## config.mk

```make
export PLATFORM = sky130hd
export DESIGN_NAME = vpp_core
export DESIGN_NICKNAME = d
export VERILOG_FILES = /design/src/rtl/vpp_pkg.sv /design/src/rtl/vpp_core.sv
export SDC_FILE = /design/constraint.sdc
export NUM_CORES = 1
export LEC_CHECK = 0
export ABC_AREA = 1
export BUFFER_PORTS_ARGS = -buffer_cell sky130_fd_sc_hd__buf_2
export CORE_MARGIN = 2
export CORE_UTILIZATION = 35
export CTS_BUF_LIST = sky130_fd_sc_hd__clkbuf_16
export CTS_CLUSTER_DIAMETER = 200
export DETAILED_ROUTE_END_ITERATION = 12
export GPL_TIMING_DRIVEN = 0
export MAX_ROUTING_LAYER = met4
export PLACE_DENSITY = 0.5
export SYNTH_ARGS = -nofsm -noshare
export SYNTH_HDL_FRONTEND = slang
export SYNTH_SLANG_ARGS = --single-unit
```

## constraint.sdc

```tcl
create_clock -name clk_sys_i -period 8.41 [get_ports clk_sys_i]
set_input_delay 1.682 -clock clk_sys_i [delete_from_list [all_inputs] [get_ports clk_sys_i]]
set_output_delay 1.682 -clock clk_sys_i [all_outputs]
set_load 0.005 [all_outputs]
```

## src/rtl/vpp_pkg.sv

```systemverilog
// package: voice port constants, configuration layout and data carriers
package vpp_pkg;

   // ****************************************************************
   // clock and rate constants
   // ****************************************************************
   localparam int unsigned CLK_HZ = 20_000_000; // system clock rate
   localparam int unsigned FS_HZ = 8_000; // frame (sample) rate
   localparam int unsigned BCLK_128_HZ = 128_000; // master bit clock choices
   localparam int unsigned BCLK_256_HZ = 256_000;
   localparam int unsigned BCLK_512_HZ = 512_000;
   localparam int unsigned BCLK_1536_HZ = 1_536_000;
   localparam int unsigned BCLK_2400_HZ = 2_400_000;

   // rate select codes in the configuration word
   localparam logic [2:0] RATE_128 = 3'h0;
   localparam logic [2:0] RATE_256 = 3'h1;
   localparam logic [2:0] RATE_512 = 3'h2;
   localparam logic [2:0] RATE_1536 = 3'h3;
   localparam logic [2:0] RATE_2400 = 3'h4;

   // half bit-clock period in system cycles, rounded down
   localparam logic [6:0] HALF_128 = 7'(CLK_HZ / (2 * BCLK_128_HZ));
   localparam logic [6:0] HALF_256 = 7'(CLK_HZ / (2 * BCLK_256_HZ));
   localparam logic [6:0] HALF_512 = 7'(CLK_HZ / (2 * BCLK_512_HZ));
   localparam logic [6:0] HALF_1536 = 7'(CLK_HZ / (2 * BCLK_1536_HZ));
   localparam logic [6:0] HALF_2400 = 7'(CLK_HZ / (2 * BCLK_2400_HZ));

   // bit clocks per 8 kHz frame
   localparam logic [8:0] FBITS_128 = 9'(BCLK_128_HZ / FS_HZ);
   localparam logic [8:0] FBITS_256 = 9'(BCLK_256_HZ / FS_HZ);
   localparam logic [8:0] FBITS_512 = 9'(BCLK_512_HZ / FS_HZ);
   localparam logic [8:0] FBITS_1536 = 9'(BCLK_1536_HZ / FS_HZ);
   localparam logic [8:0] FBITS_2400 = 9'(BCLK_2400_HZ / FS_HZ);

   // ****************************************************************
   // framing constants
   // ****************************************************************
   localparam logic [4:0] SYNC_LEN_SHORT = 5'h01; // one bit clock
   localparam logic [4:0] SYNC_LEN_LONG = 5'h08; // eight bit clocks
   localparam logic [4:0] SYNC_LEN_LONG16 = 5'h10; // sixteen bit clocks
   localparam logic [3:0] SLOT8_LAST = 4'h7; // last bit of an 8-clock slot
   localparam logic [3:0] SLOT16_LAST = 4'hF; // last bit of a 16-clock slot
   localparam logic [5:0] FRAME_LAST8 = 6'h1F; // last bit of four 8-clock slots
   localparam logic [5:0] FRAME_LAST16 = 6'h3F; // last bit of four 16-clock slots
   localparam logic [31:0] CFG_RESET = 32'h00000000; // configuration after reset

   // ****************************************************************
   // types
   // ****************************************************************
   typedef enum logic [1:0] {VPP_LFS, VPP_SFS, VPP_GCI} vpp_frame_t;
   typedef enum logic [1:0] {VPP_LIN13, VPP_LIN16, VPP_ULAW, VPP_ALAW} vpp_fmt_t;
   typedef enum logic [1:0] {VPP_PAD_SIGN, VPP_PAD_ZERO, VPP_PAD_ATTEN} vpp_pad_t;

   // configuration word, msb first
   typedef struct packed {
      logic [7:0] rsvd; // 31:24
      logic [3:0] slot_en; // 23:20 one bit per slot
      logic long16; // 19 16-clock long sync
      logic fast_synth_clock_select; // 18 fast synthesis clock
      logic [2:0] rate; // 17:15 master bit clock rate
      logic late_release; // 14 release output on rising edge
      logic sync_gate; // 13 hold frame sync low
      logic mute; // 12 force output low
      logic [2:0] atten; // 11:9 attenuation code
      vpp_pad_t pad; // 8:7 padding mode
      logic little; // 6 little endian bit order
      vpp_fmt_t fmt; // 5:4 sample format
      logic slot16; // 3 16-clock slots
      vpp_frame_t frame; // 2:1 framing format
      logic master; // 0 port master
   } vpp_cfg_t;

   // received sample to the voice link
   typedef struct packed {
      logic [1:0] slot;
      logic [15:0] sample;
   } vpp_rx_t;

endpackage
```

## src/rtl/vpp_core.sv

```systemverilog
// voice port: serial PCM engine, receive FIFO and top level

// ****************************************************************
// receive FIFO
// ****************************************************************
module vpp_fifo #(
   parameter int unsigned WIDTH = 18,
   parameter int unsigned DEPTH = 8
) (
   input wire logic clk_sys_i,
   input wire logic nrst_i,
   input wire logic in_valid_i,
   output logic in_ready_o,
   input wire logic [WIDTH-1:0] in_data_i,
   output logic out_valid_o,
   input wire logic out_ready_i,
   output logic [WIDTH-1:0] out_data_o
);
   localparam int unsigned AW = (DEPTH > 1) ? $clog2(DEPTH) : 1;
   localparam logic [AW:0] FULL = (AW + 1)'(DEPTH);
   localparam logic [AW-1:0] LASTP = AW'(DEPTH - 1);

   logic [WIDTH-1:0] mem [DEPTH]; // flip-flop storage
   logic [AW-1:0] wr_ptr; // next slot to write
   logic [AW-1:0] rd_ptr; // oldest entry
   logic [AW:0] count; // entries held
   wire push = in_valid_i && in_ready_o;
   wire pop = out_valid_o && out_ready_i;

   assign in_ready_o = (count != FULL);
   assign out_valid_o = (count != '0);
   assign out_data_o = mem[rd_ptr];

   // pointers and fill level
   always_ff @(posedge clk_sys_i) begin
      if (!nrst_i) begin
         wr_ptr <= '0;
         rd_ptr <= '0;
         count <= '0;
      end else begin
         if (push) wr_ptr <= (wr_ptr == LASTP) ? '0 : wr_ptr + 1'b1;
         if (pop) rd_ptr <= (rd_ptr == LASTP) ? '0 : rd_ptr + 1'b1;
         if (push && !pop) count <= count + 1'b1;
         else if (pop && !push) count <= count - 1'b1;
      end
   end

   // storage write, no reset needed on data
   always_ff @(posedge clk_sys_i) begin
      if (push) mem[wr_ptr] <= in_data_i;
   end
endmodule // vpp_fifo

module vpp_core
   import vpp_pkg::*;
#(
   parameter int unsigned FIFO_DEPTH = 8
) (
   input wire logic clk_sys_i,
   input wire logic nrst_i,
   input wire logic [31:0] voice_port_config_word_i,
   input wire logic bclk_i,
   output logic bclk_o,
   output logic bclk_oe_o,
   input wire logic sync_i,
   output logic sync_o,
   output logic sync_oe_o,
   input wire logic din_i,
   output logic dout_o,
   output logic dout_oe_o,
   input wire logic [3:0][15:0] tx_sample_i,
   output logic tx_take_o,
   output logic rx_valid_o,
   input wire logic rx_ready_i,
   output vpp_rx_t rx_data_o,
   output logic rx_overrun_o,
   input wire logic rx_overrun_clr_i
);

   // ****************************************************************
   // configuration decode
   // ****************************************************************
   vpp_cfg_t cfg; // registered configuration word

   // whole option set comes from one word
   always_ff @(posedge clk_sys_i) begin
      if (!nrst_i) cfg <= vpp_cfg_t'(CFG_RESET);
      else cfg <= vpp_cfg_t'(voice_port_config_word_i);
   end

   wire is8 = (cfg.fmt == VPP_ULAW) || (cfg.fmt == VPP_ALAW); // companded sample
   wire short_fs = (cfg.frame == VPP_SFS);
   wire gci = (cfg.frame == VPP_GCI);
   // linear samples never fit an 8-clock slot, so widen it
   wire slot16 = cfg.slot16 | ~is8;
   // GCI maps the two B channels to slots 0 and 1
   wire [3:0] gci_en = {2'b00, cfg.slot_en[1:0]};
   // a fourth enable is dropped: only three links exist
   wire [3:0] pcm_en = (&cfg.slot_en) ? {1'b0, cfg.slot_en[2:0]} : cfg.slot_en;
   wire [3:0] slot_en = gci ? gci_en : pcm_en;
   wire [2:0] rate_req = (cfg.rate > RATE_2400) ? RATE_2400 : cfg.rate;
   // slow synthesis cannot reach the fast rates
   wire slow_cap = !cfg.fast_synth_clock_select && (rate_req > RATE_512);
   wire [2:0] rate = slow_cap ? RATE_512 : rate_req;
   wire [6:0] half = (rate == RATE_128) ? HALF_128 :
                     (rate == RATE_256) ? HALF_256 :
                     (rate == RATE_512) ? HALF_512 :
                     (rate == RATE_1536) ? HALF_1536 : HALF_2400;
   wire [8:0] fbits = (rate == RATE_128) ? FBITS_128 :
                      (rate == RATE_256) ? FBITS_256 :
                      (rate == RATE_512) ? FBITS_512 :
                      (rate == RATE_1536) ? FBITS_1536 : FBITS_2400;
   wire long16 = cfg.fast_synth_clock_select && cfg.long16;
   wire [4:0] sync_len = short_fs ? SYNC_LEN_SHORT : long16 ? SYNC_LEN_LONG16 : SYNC_LEN_LONG;
   wire [3:0] slot_last = slot16 ? SLOT16_LAST : SLOT8_LAST;
   wire [5:0] frame_last = slot16 ? FRAME_LAST16 : FRAME_LAST8;

   // ****************************************************************
   // pin synchronisers
   // ****************************************************************
   logic [2:0] bclk_s; // bit 0 feeds only bit 1
   logic [2:0] sync_s;
   logic [1:0] din_s;

   // two flops before any logic, third for edge finding
   always_ff @(posedge clk_sys_i) begin
      if (!nrst_i) begin
         bclk_s <= 3'h0;
         sync_s <= 3'h0;
         din_s <= 2'h0;
      end else begin
         bclk_s <= {bclk_s[1:0], bclk_i};
         sync_s <= {sync_s[1:0], sync_i};
         din_s <= {din_s[0], din_i};
      end
   end

   // ****************************************************************
   // master bit clock divider
   // ****************************************************************
   logic [6:0] div_cnt; // cycles left in this half period
   wire tick = (div_cnt == 7'h00);

   // toggles the driven bit clock every half period
   always_ff @(posedge clk_sys_i) begin
      if (!nrst_i || !cfg.master) begin
         div_cnt <= 7'h00;
         bclk_o <= 1'b0;
      end else if (tick) begin
         div_cnt <= half - 7'h01;
         bclk_o <= ~bclk_o;
      end else begin
         div_cnt <= div_cnt - 7'h01;
      end
   end

   // edges come from the divider as master, from the pin as slave
   wire rise_ev = cfg.master ? (tick && !bclk_o) : (bclk_s[1] && !bclk_s[2]);
   wire fall_ev = cfg.master ? (tick && bclk_o) : (!bclk_s[1] && bclk_s[2]);

   // ****************************************************************
   // master frame sync
   // ****************************************************************
   logic [8:0] fcnt; // bit clock within the 8 kHz frame
   wire [8:0] fbits_last = fbits - 9'h001;
   wire [8:0] next_fcnt = (fcnt >= fbits_last) ? 9'h000 : fcnt + 9'h001;
   wire long_hi = (next_fcnt < {4'h0, sync_len});
   wire short_hi = (next_fcnt == fbits_last);
   // gating holds sync low while the clock keeps running
   wire next_sync = cfg.sync_gate ? 1'b0 : (short_fs ? short_hi : long_hi);

   // frame counter and sync move on the rising bit clock edge
   always_ff @(posedge clk_sys_i) begin
      if (!nrst_i || !cfg.master) begin
         fcnt <= FBITS_128 - 9'h001;
         sync_o <= 1'b0;
      end else if (rise_ev) begin
         fcnt <= next_fcnt;
         sync_o <= next_sync;
      end
   end

   // pin directions follow the role
   always_ff @(posedge clk_sys_i) begin
      if (!nrst_i) begin
         bclk_oe_o <= 1'b0;
         sync_oe_o <= 1'b0;
      end else begin
         bclk_oe_o <= cfg.master;
         sync_oe_o <= cfg.master;
      end
   end

   // ****************************************************************
   // frame start detection
   // ****************************************************************
   logic armed; // short sync seen at the last falling edge
   wire sync_rose = sync_s[1] && !sync_s[2];

   // short sync is caught on a falling edge, word begins next rising
   always_ff @(posedge clk_sys_i) begin
      if (!nrst_i) armed <= 1'b0;
      else if (fall_ev) armed <= sync_s[1];
      else if (rise_ev) armed <= 1'b0;
   end

   // slave long/GCI: any width of sync works, only its edge counts
   wire slave_start = short_fs ? (rise_ev && armed) : sync_rose;
   wire start = cfg.master ? (rise_ev && next_fcnt == 9'h000) : slave_start;

   // ****************************************************************
   // bit position and slots
   // ****************************************************************
   logic [5:0] pos; // bit clock since frame start
   logic active; // inside the four-slot window

   // position advances on each rising edge until the window ends
   always_ff @(posedge clk_sys_i) begin
      if (!nrst_i) begin
         pos <= 6'h00;
         active <= 1'b0;
      end else if (start) begin
         pos <= 6'h00;
         active <= 1'b1;
      end else if (rise_ev && active) begin
         if (pos == frame_last) active <= 1'b0;
         else pos <= pos + 6'h01;
      end
   end

   // slot n begins n slot lengths after the start
   wire [1:0] slot_idx = slot16 ? pos[5:4] : pos[4:3];
   wire [3:0] bit_idx = slot16 ? pos[3:0] : {1'b0, pos[2:0]};
   wire slot_on = active && slot_en[slot_idx];
   wire last_bit = (bit_idx == slot_last);

   // ****************************************************************
   // transmit path
   // ****************************************************************
   logic [15:0] tx_word [4]; // formatted slot words for this frame
   logic [15:0] fmt_word [4];

   for (genvar s = 0; s < 4; s++) begin : g_slot
      wire [15:0] smp = tx_sample_i[s];
      wire [2:0] pad3 = (cfg.pad == VPP_PAD_SIGN) ? {3{smp[12]}} :
                        (cfg.pad == VPP_PAD_ATTEN) ? cfg.atten : 3'h0;
      wire [7:0] pad8 = (cfg.pad == VPP_PAD_SIGN) ? {8{smp[7]}} :
                        (cfg.pad == VPP_PAD_ATTEN) ? {5'h00, cfg.atten} : 8'h00;
      assign fmt_word[s] = (cfg.fmt == VPP_LIN16) ? smp :
                           (cfg.fmt == VPP_LIN13) ? {pad3, smp[12:0]} :
                           slot16 ? {pad8, smp[7:0]} : {8'h00, smp[7:0]};

      // samples from the voice link are taken once per frame
      always_ff @(posedge clk_sys_i) begin
         if (!nrst_i) tx_word[s] <= 16'h0000;
         else if (start) tx_word[s] <= fmt_word[s];
      end
   end

   wire [15:0] cur_word = tx_word[slot_idx];
   wire [3:0] big_idx = slot_last - bit_idx;
   wire tx_bit = cfg.little ? cur_word[bit_idx] : cur_word[big_idx];

   logic early_off; // output already released in the lsb
   // early release on the lsb falling edge, else at the next rising edge
   always_ff @(posedge clk_sys_i) begin
      if (!nrst_i) early_off <= 1'b0;
      else if (start || rise_ev) early_off <= 1'b0;
      else if (fall_ev && slot_on && last_bit && !cfg.late_release) early_off <= 1'b1;
   end

   // output follows position, so it changes after rising edges only, except the enable dropping after the lsb falling edge on early release
   always_ff @(posedge clk_sys_i) begin
      if (!nrst_i) begin
         dout_o <= 1'b0;
         dout_oe_o <= 1'b0;
         tx_take_o <= 1'b0;
      end else begin
         dout_o <= slot_on && !cfg.mute && tx_bit;
         dout_oe_o <= slot_on && !early_off;
         tx_take_o <= start;
      end
   end

   // ****************************************************************
   // receive path
   // ****************************************************************
   logic [15:0] rx_sh; // slot bits gathered so far
   wire [15:0] rx_base = (bit_idx == 4'h0) ? 16'h0000 : rx_sh;
   wire [15:0] rx_big = {rx_base[14:0], din_s[1]};
   wire [15:0] rx_lit = rx_base | ({15'h0000, din_s[1]} << bit_idx);
   wire [15:0] next_rx_sh = cfg.little ? rx_lit : rx_big;
   wire [15:0] rx_sample = (cfg.fmt == VPP_LIN16) ? next_rx_sh :
                           (cfg.fmt == VPP_LIN13) ? {{3{next_rx_sh[12]}}, next_rx_sh[12:0]} :
                           {8'h00, next_rx_sh[7:0]};
   wire push = fall_ev && slot_on && last_bit;
   wire fifo_in_ready;
   wire fifo_out_valid;
   wire [$bits(vpp_rx_t)-1:0] fifo_out_data;
   wire load = fifo_out_valid && (!rx_valid_o || rx_ready_i);

   // input is sampled on the falling bit clock edge only
   always_ff @(posedge clk_sys_i) begin
      if (!nrst_i) rx_sh <= 16'h0000;
      else if (fall_ev && slot_on) rx_sh <= next_rx_sh;
   end

   // received slots go to the voice links through the FIFO
   vpp_fifo #(
      .WIDTH($bits(vpp_rx_t)),
      .DEPTH(FIFO_DEPTH)
   ) u_rx_fifo (
      .clk_sys_i(clk_sys_i),
      .nrst_i(nrst_i),
      .in_valid_i(push),
      .in_ready_o(fifo_in_ready),
      .in_data_i({slot_idx, rx_sample}),
      .out_valid_o(fifo_out_valid),
      .out_ready_i(load),
      .out_data_o(fifo_out_data)
   );

   // registered output stage, stalls the FIFO while the link is busy
   always_ff @(posedge clk_sys_i) begin
      if (!nrst_i) begin
         rx_valid_o <= 1'b0;
         rx_data_o <= '0;
      end else if (load) begin
         rx_valid_o <= 1'b1;
         rx_data_o <= vpp_rx_t'(fifo_out_data);
      end else if (rx_ready_i) begin
         rx_valid_o <= 1'b0;
      end
   end

   // a slot lost to a full FIFO is flagged; a new loss beats the clear
   always_ff @(posedge clk_sys_i) begin
      if (!nrst_i) rx_overrun_o <= 1'b0;
      else if (push && !fifo_in_ready) rx_overrun_o <= 1'b1;
      else if (rx_overrun_clr_i) rx_overrun_o <= 1'b0;
   end

   // ****************************************************************
   // checks
   // ****************************************************************
   logic [8:0] sh_cnt; // rising edges seen while sync is high
   logic sync_clean; // this sync began at its proper place

   // helper counters for the sync width check
   always_ff @(posedge clk_sys_i) begin
      if (!nrst_i) begin
         sh_cnt <= 9'h000;
         sync_clean <= 1'b0;
      end else if (rise_ev) begin
         sh_cnt <= sync_o ? sh_cnt + 9'h001 : 9'h000;
         if (!sync_o) sync_clean <= short_fs || (next_fcnt == 9'h000);
      end
   end

   AST_ROLE_PINS: assert property (@(posedge clk_sys_i) disable iff (!nrst_i)
      !cfg.master |=> !bclk_oe_o && !sync_oe_o && !sync_o && !bclk_o)
      else $error("slave role still drives clock or sync");
   AST_MUTE_LOW: assert property (@(posedge clk_sys_i) disable iff (!nrst_i)
      cfg.mute |=> !dout_o)
      else $error("muted output not low");
   AST_SYNC_GATED: assert property (@(posedge clk_sys_i) disable iff (!nrst_i)
      cfg.master && cfg.sync_gate && rise_ev |=> !sync_o)
      else $error("gated sync went high");
   AST_SLOW_RATE: assert property (@(posedge clk_sys_i) disable iff (!nrst_i)
      !cfg.fast_synth_clock_select |-> half >= HALF_512)
      else $error("slow synthesis above 512 kHz");
   AST_LONG_WIDTH: assert property (@(posedge clk_sys_i) disable iff (!nrst_i)
      $fell(sync_o) && cfg.master && $past(cfg.master) && !$past(cfg.sync_gate)
      && sync_clean && !short_fs |-> sh_cnt == {4'h0, sync_len})
      else $error("long sync width wrong");
   AST_SHORT_ONE: assert property (@(posedge clk_sys_i) disable iff (!nrst_i)
      $fell(sync_o) && cfg.master && $past(cfg.master) && short_fs |-> sh_cnt == 9'h001)
      else $error("short sync not one bit clock");
   AST_IDLE_SLOT: assert property (@(posedge clk_sys_i) disable iff (!nrst_i)
      !slot_on |=> !dout_oe_o)
      else $error("output driven outside a selected slot");
   AST_FMT_SLOT: assert property (@(posedge clk_sys_i) disable iff (!nrst_i)
      cfg.fmt == VPP_LIN13 || cfg.fmt == VPP_LIN16 |-> frame_last == FRAME_LAST16)
      else $error("linear sample in 8-clock slot");
   AST_SLOTS3: assert property (@(posedge clk_sys_i) disable iff (!nrst_i)
      $countones(slot_en) <= 3)
      else $error("more than three slots enabled");
   AST_RX_FALL: assert property (@(posedge clk_sys_i) disable iff (!nrst_i)
      !(fall_ev && slot_on) |=> $stable(rx_sh))
      else $error("input sampled off the falling edge");
   AST_EARLY_Z: assert property (@(posedge clk_sys_i) disable iff (!nrst_i)
      fall_ev && slot_on && last_bit && !cfg.late_release ##1 !rise_ev && !start
      |=> !dout_oe_o)
      else $error("early release missed");

endmodule // vpp_core

```

=== After elaboration in Yosys (flattened, before gate mapping) ===
Memory sizes are Yosys's and may differ from the RTL's. A register that Yosys moved wholly into a read port is not among the register bits.
Index checks and enable logic that the tools add are counted.

* Shifts and indexed selects: 1
* Equal/unequal tests: 15
* Divide/modulo/power cells: 0
* Multipliers: 0
* Reductions and logical operators: 60
* Muxes and demuxes: 82
* Magnitude comparators: 7
* Bitwise operators: 10
* Add/sub/neg operators: 10

{| class="wikitable"
|+ Operator list
! operator !! count
|-
| 16-bit 2-to-1 mux || 20
|-
| 9-bit 2-to-1 mux || 5
|-
| 8-bit 2-to-1 mux || 4
|-
| 3-bit 2-to-1 mux || 10
|-
| 1-bit 2-to-1 mux || 25
|-
| 4-bit 2-to-1 mux || 6
|-
| 1-bit logical AND || 23
|-
| 16-bit bitwise OR || 1
|-
| 1-bit by 4-bit left shift with 16-bit output || 1
|-
| 1-bit logical NOT || 15
|-
| 5-bit 2-to-1 mux || 3
|-
| 7-bit 2-to-1 mux || 2
|-
| 7-bit by 1-bit subtractor with 7-bit output (second input constant) || 2
|-
| 6-bit 2-to-1 mux || 2
|-
| 2-bit nonzero test || 6
|-
| 4-bit by 5-bit less-than comparator with 1-bit output (second input constant) || 2
|-
| 9-bit by 1-bit adder with 9-bit output (second input constant) || 1
|-
| 9-bit equality test || 1
|-
| 9-bit >= comparator || 1
|-
| 9-bit logical NOT || 1
|-
| 9-bit by 5-bit less-than comparator with 1-bit output || 1
|-
| 9-bit by 1-bit subtractor with 9-bit output (second input constant) || 1
|-
| 1-bit binary-select mux with 4-bit select || 2
|-
| 2-bit equality test (second input constant) || 4
|-
| other kinds (28) || 46
|}

* Bits in read-only memories: 0
* Bits in latches: 0
* Memories: 2
* Bits of input ports: 103
* Output and inout port bits: 27
* Logic and storage cells: 222
* Bits in registers: 91
* Memory bits (writable): 208

{| class="wikitable"
|+ Memories
! memory !! words !! width !! rd ports !! clocked after memory_dff !! wr ports !! line !! text
|-
| u_rx_fifo.mem || 8 || 18 || 1 || 1 || 1 || vpp_core.sv:23 || <nowiki>logic [WIDTH-1:0] mem [DEPTH];</nowiki>
|-
| tx_word || 4 || 16 || 1 || 0 || 4 || vpp_core.sv:240 || <nowiki>logic [15:0] tx_word [4];</nowiki>
|}

=== Logic depth before layout (Yosys ltp) ===
* Word-level depth: 20
* Mapped depth: 21
* Depth with buffers taken out: 20

=== Hierarchy ===
From an unflattened synthesis, not the netlist that was laid out.

* Cell total of the unflattened synthesis: 1781
* Area total of the unflattened synthesis: 15421.0 um^2

{| class="wikitable"
|+ By module, submodules not included
! module !! instances !! cells an instance !! sequential area each (um^2) !! area an instance (um^2)
|-
| vpp_core || 1 || 1207 || 3903.7 || 8924.8
|-
| vpp_fifo || 1 || 574 || 4584.4 || 6496.2
|}

=== Worst setup path after synthesis ===
No wires, ideal clock.

* Kind: register to register
* Start: reg cfg[16] in the netlist's numbering
* End: mem tx_word[0][0], enable pin
* Path buffers: 0
* Path slack: 3.870 ns
* Arrival time: 3.643 ns
* Data required time: 7.513 ns
* Period minus slack after synthesis: 4.540 ns
* Cell stages (with the launch flop): 18
* Cell sequence: dfxtp_1 > nor2_1 > nand2_1 > ha_1 > inv_1 > o21ai_0 > inv_1 > ha_1 > nand2_1 > nor2_1 > nor2_4 > nand3_1 > nor2_2 > nand2_1 > nand2_1 > nor3_2 > nand3_2 > nand3_1

{| class="wikitable"
|+ RTL lines
! item !! line !! text
|-
| from (decl) || vpp_core.sv:83 || <nowiki>vpp_cfg_t cfg;</nowiki>
|-
| from (signal assigned) || vpp_core.sv:87 || <nowiki>if (!nrst_i) cfg <= vpp_cfg_t'(CFG_RESET);</nowiki>
|-
| from (signal assigned) || vpp_core.sv:88 || <nowiki>else cfg <= vpp_cfg_t'(voice_port_config_word_i);</nowiki>
|-
| to (decl) || vpp_core.sv:240 ||
|}

=== Final worst setup path ===
* Start: in rx_ready_i
* End: reg u_rx_fifo.count[3]

* Longest elaborated chain between the ends: 6

{| class="wikitable"
|+ Ends and longest elaborated chain
! item !! line !! text
|-
| from (decl) || vpp_core.sv:74 || <nowiki>input wire logic rx_ready_i,</nowiki>
|-
| 1-bit logical OR * || vpp_core.sv:300 || <nowiki>wire load = fifo_out_valid && (!rx_valid_o || rx_ready_i);</nowiki>
|-
| 1-bit logical AND * || vpp_core.sv:300 ||
|-
| 1-bit logical AND * || vpp_core.sv:28 || <nowiki>wire pop = out_valid_o && out_ready_i;</nowiki>
|-
| 1-bit logical NOT || vpp_core.sv:43 || <nowiki>if (push && !pop) count <= count + 1'b1;</nowiki>
|-
| 1-bit logical AND || vpp_core.sv:43 ||
|-
| 4-bit 2-to-1 mux / 2-bit nonzero test (equally long branches) || -- ||
|-
| to (signal assigned) || vpp_core.sv:43 ||
|-
| to (signal assigned) || vpp_core.sv:44 || <nowiki>else if (pop && !push) count <= count - 1'b1;</nowiki>
|-
| to (decl) || vpp_core.sv:26 || <nowiki>logic [AW:0] count;</nowiki>
|}

Mark *: on every way between the ends. The rest lies on a longest branch, timed or not.
A chain may end at the register's enable or synchronous reset.

==> impl_results.md <==
- First-pass GRT wire length: around 64 mm
- Die width: ~210 um
- Relative slew slack: 15.43%
- Routed wire length: approximately 41 mm
- Post-place setup slack: 3649 ps
- Most frequently used flop master after synthesis: edfxtp_1
- Area Growth Syn to Fin: 17.90%
- Core area: ~0.042 mm2
- Nets@finish: roughly 1900
- CTS tree: done
- Leakage Power: approximately 7.1 nW
- Crit start category: input pin
- Crit path arrival time: between 4000 and 5000 ps
- DP Area: between 0.015 and 0.02 mm2
- Sequential Power Share: between 40% and 50%
- Slew of the pin with the lowest slew margin: 1255 ps
- Post-CTS Setup Bufs: 0
- Combinational share of power: between 20% and 30%
- Initial DRC Count: slightly below 700
- Die height: 209.0 um
- Post-Layout Inst Area: roughly 0.017 mm2
- Share of the synthesized area in the top cell type: a little over two fifths
- DRC: 0
- TNS Setup: 0 ps
- Max-Cap Viols: 0
- DP Wirelength: around 30 mm
- Post-synth ARST share: 0%
- Worst vdd ir: roughly 0.14 mV
- Via count: 11360
- GRT Util Overall: 19.55%
- Drt first pass iters: 7
- Num CTS Buffers: 36
- Worst r2r src: cfg[16]
- Most frequent cell after synthesis: nand2_1
- H-tree depth: 2
- Fillers: between 4000 and 5000
- Mean Syn Cell Area: between 9 and 10 um2
- Antenna Cells: 0
- Minimum clock period after layout: roughly 4200 ps
- Critical Path Start: rx_ready_i
- Setup crit end kind: flop
- Initial core utilization: 35.30%
- Worst Setup EP: u_rx_fifo.count[3]
- Sink Count: ~320
- Fmax: 240.8 MHz
- PD cells: ~250 mW/mm2
- Share of cells above drive strength 1: 16.42%
- Area contributors post-synth: edfxtp_1 42%, dfxtp_1 15%, nand2_1 6.4%
- Clk_skew: roughly 19 ps
- R2R Path End: tx_word[1][6]
- YS warnings: 0
- Post-route ant nets: 0
- Final worst path period share: roughly half
- Worst setup path class: in2reg
- R2R Setup Slk: 4580 ps
- Mapped Nets: ~1700
- Worst-path maximum fanout: 10
- Final Hold Viols: 0
- Clock Latency Late Sink: 550 ps
- Int Power: ~2.9 mW
- HP Class: reg2reg
- Unrepaired setup endpoints after global routing: no
- Final count of negative-setup-slack endpoints: 0
- IO Port Bufs: ~120
- Synth unique cells: 52
- Wire per inst: 17.83 um
- Final setup margin: approximately 4300 ps
- Root Buffer Master: clkbuf_16
- Vias per inst: a little under 5
- # hold bufs at CTS: 0
- Post_cts resized: 0
- Post-synth top area cell: edfxtp_1
- NetSw: 1.369 mW
- Register area share after synthesis: between 50% and 60%
- Antenna violations before repair: 0
- Fin. max-slew vios: 0
- GP Congestion: a little over 0.9
- Vias in the first global route: approximately 11000
- Total Power: 4.301 mW
- Die Footprint: 0.04368 mm2
- R2R depth: 16
- Worst path required time: around 9000 ps
- Ports: 130
- Largest net degree at the start of global routing: 42
- Synthesized cell area: ~0.015 mm2
- EDFF count, synth: approximately 210
- Syn Inst Count: ~1600
- Synth cell count leaders: 252 x nand2_1, 208 x edfxtp_1, 188 x nor2_1, 160 x inv_1, 131 x nand3_1
- Register bit count reported by yosys: ~320
- Row count: 75
- Reg clk slew, reported paths: about 60 ps
- CTS Buffer Depth: 3
- Sw Share: between 30% and 40%
- Clk pwr share: a little over a third
- Total gr overflow: 0
- Fin Hold WS: around 410 ps
- Status: finished, final reports clean
## critical path, cell delays in order
cell and delay, ps:
buf_2 100, nor2_1 210, a31oi_1 140, inv_1 250, buf_1 600, ha_1 310, inv_1 100, ha_1 320
and3_1 180, a211oi_1 240, nor2_1 70, nor2_1 80, nand2_1 70, o21ai_0 150, a21oi_1 60
## metrics by stage
step | cells | util (%)
2_1_floorplan | 1569 | -
3_3_place_gp | 2229 | 38.37
3_5_place_dp | 2240 | 38.91
4_1_cts | 2305 | 41.62
5_1_grt | 2305 | 41.62
6_report | 2305 | 41.62
## flip-flops by register name, summed over array words and instances, names as in the netlist, 2 cells and up
signal,count
sync_s,3
rx_sh,16
rx_data_o,18
u_rx_fifo.wr_ptr,3
fcnt,9
din_s,2
u_rx_fifo.rd_ptr,3
tx_word,64
bclk_s,3
u_rx_fifo.mem,144
div_cnt,7
u_rx_fifo.count,4
cfg,24
pos,6
## worst min-delay path by stage
| stage | from | end | slack (ps) | depth (start not counted) |
|---|---|---|---|---|
| 2_1_floorplan | bclk_s[0] | bclk_s[1] | 390 | 2 |
| 3_3_place_gp | bclk_s[0] | bclk_s[1] | 400 | 2 |
| 3_5_place_dp | bclk_s[0] | bclk_s[1] | 400 | 2 |
| 4_1_cts | bclk_s[0] | bclk_s[1] | 420 | 2 |
| 5_1_grt | bclk_s[0] | bclk_s[1] | 440 | 2 |
| 6_report | bclk_s[0] | bclk_s[1] | 410 | 2 |
## kinds of logic after synthesis
family | Yosys count | share of synthesized area (%)
XOR/XNOR | 5 | 0.2977
AND/OR/NAND/NOR | 671 | 21.27
buffers and inverters | 249 | 7.035
AO/OA/AOI/OAI | 307 | 12.34
adder cells (fa/ha/maj) | 20 | 1.752
flip-flops | 317 | 57.30
## power groups by stage
stage	Clock [mW]	Sequential (mW)	Combinational, mW
after floorplan	0	1.83	0.613
after global placement	0	1.84	0.989
after detailed placement	0	1.83	0.996
after CTS	1.55	1.80	1.00
after global routing	1.61	1.81	1.11
final	1.51	1.80	0.988
## cell usage in the layout (no fill, tap or decap), drive strengths merged, types with 2 or more instances in the layout
master,synthesis,routed
edfxtp,208,208
clkinv,2,19
buf,28,160
nor2,232,232
nand2,261,261
dfxtp,109,109
o221ai,18,18
bufinv,0,2
nand3,138,138
a21oi,81,81
clkbuf,53,91
a211oi,16,16
o21a,2,2
o22ai,19,19
o211ai,20,20
o21ai,123,123
xor2,5,5
nand4,9,9
a311oi,11,11
a31o,2,2
a31oi,6,6
inv,166,174
nor3,21,21
a22oi,3,3
and3,2,2
or2,5,5
ha,19,19
## metal layers
| metal | track usage [%] | wire [um] | up-vias |
|---|---|---|---|
| met3 | 3.171 | 1539 | 69 |
| met5 | - | 0 | - |
| met1 | 24.71 | 18750 | 5315 |
| li1 | - | - | 5725 |
| met2 | 32.51 | 19850 | 253 |
| met4 | 5.468 | 972 | 0 |
## final cells by class
class / instances / area [um2] / area share (%)
timing repair buffer: 132 / 778.2 / 4.488
buffer: 81 / 404.1 / 2.331
tap: 539 / 674.4 / 3.889
inverter: 168 / 630.6 / 3.637
clock inverter: 27 / 177.7 / 1.025
sequential: 317 / 8428 / 48.60
clock buffer: 38 / 950.9 / 5.484
multi-input combinational: 1003 / 5296 / 30.54
No activity file was read; power rests on OpenSTA's default activity.
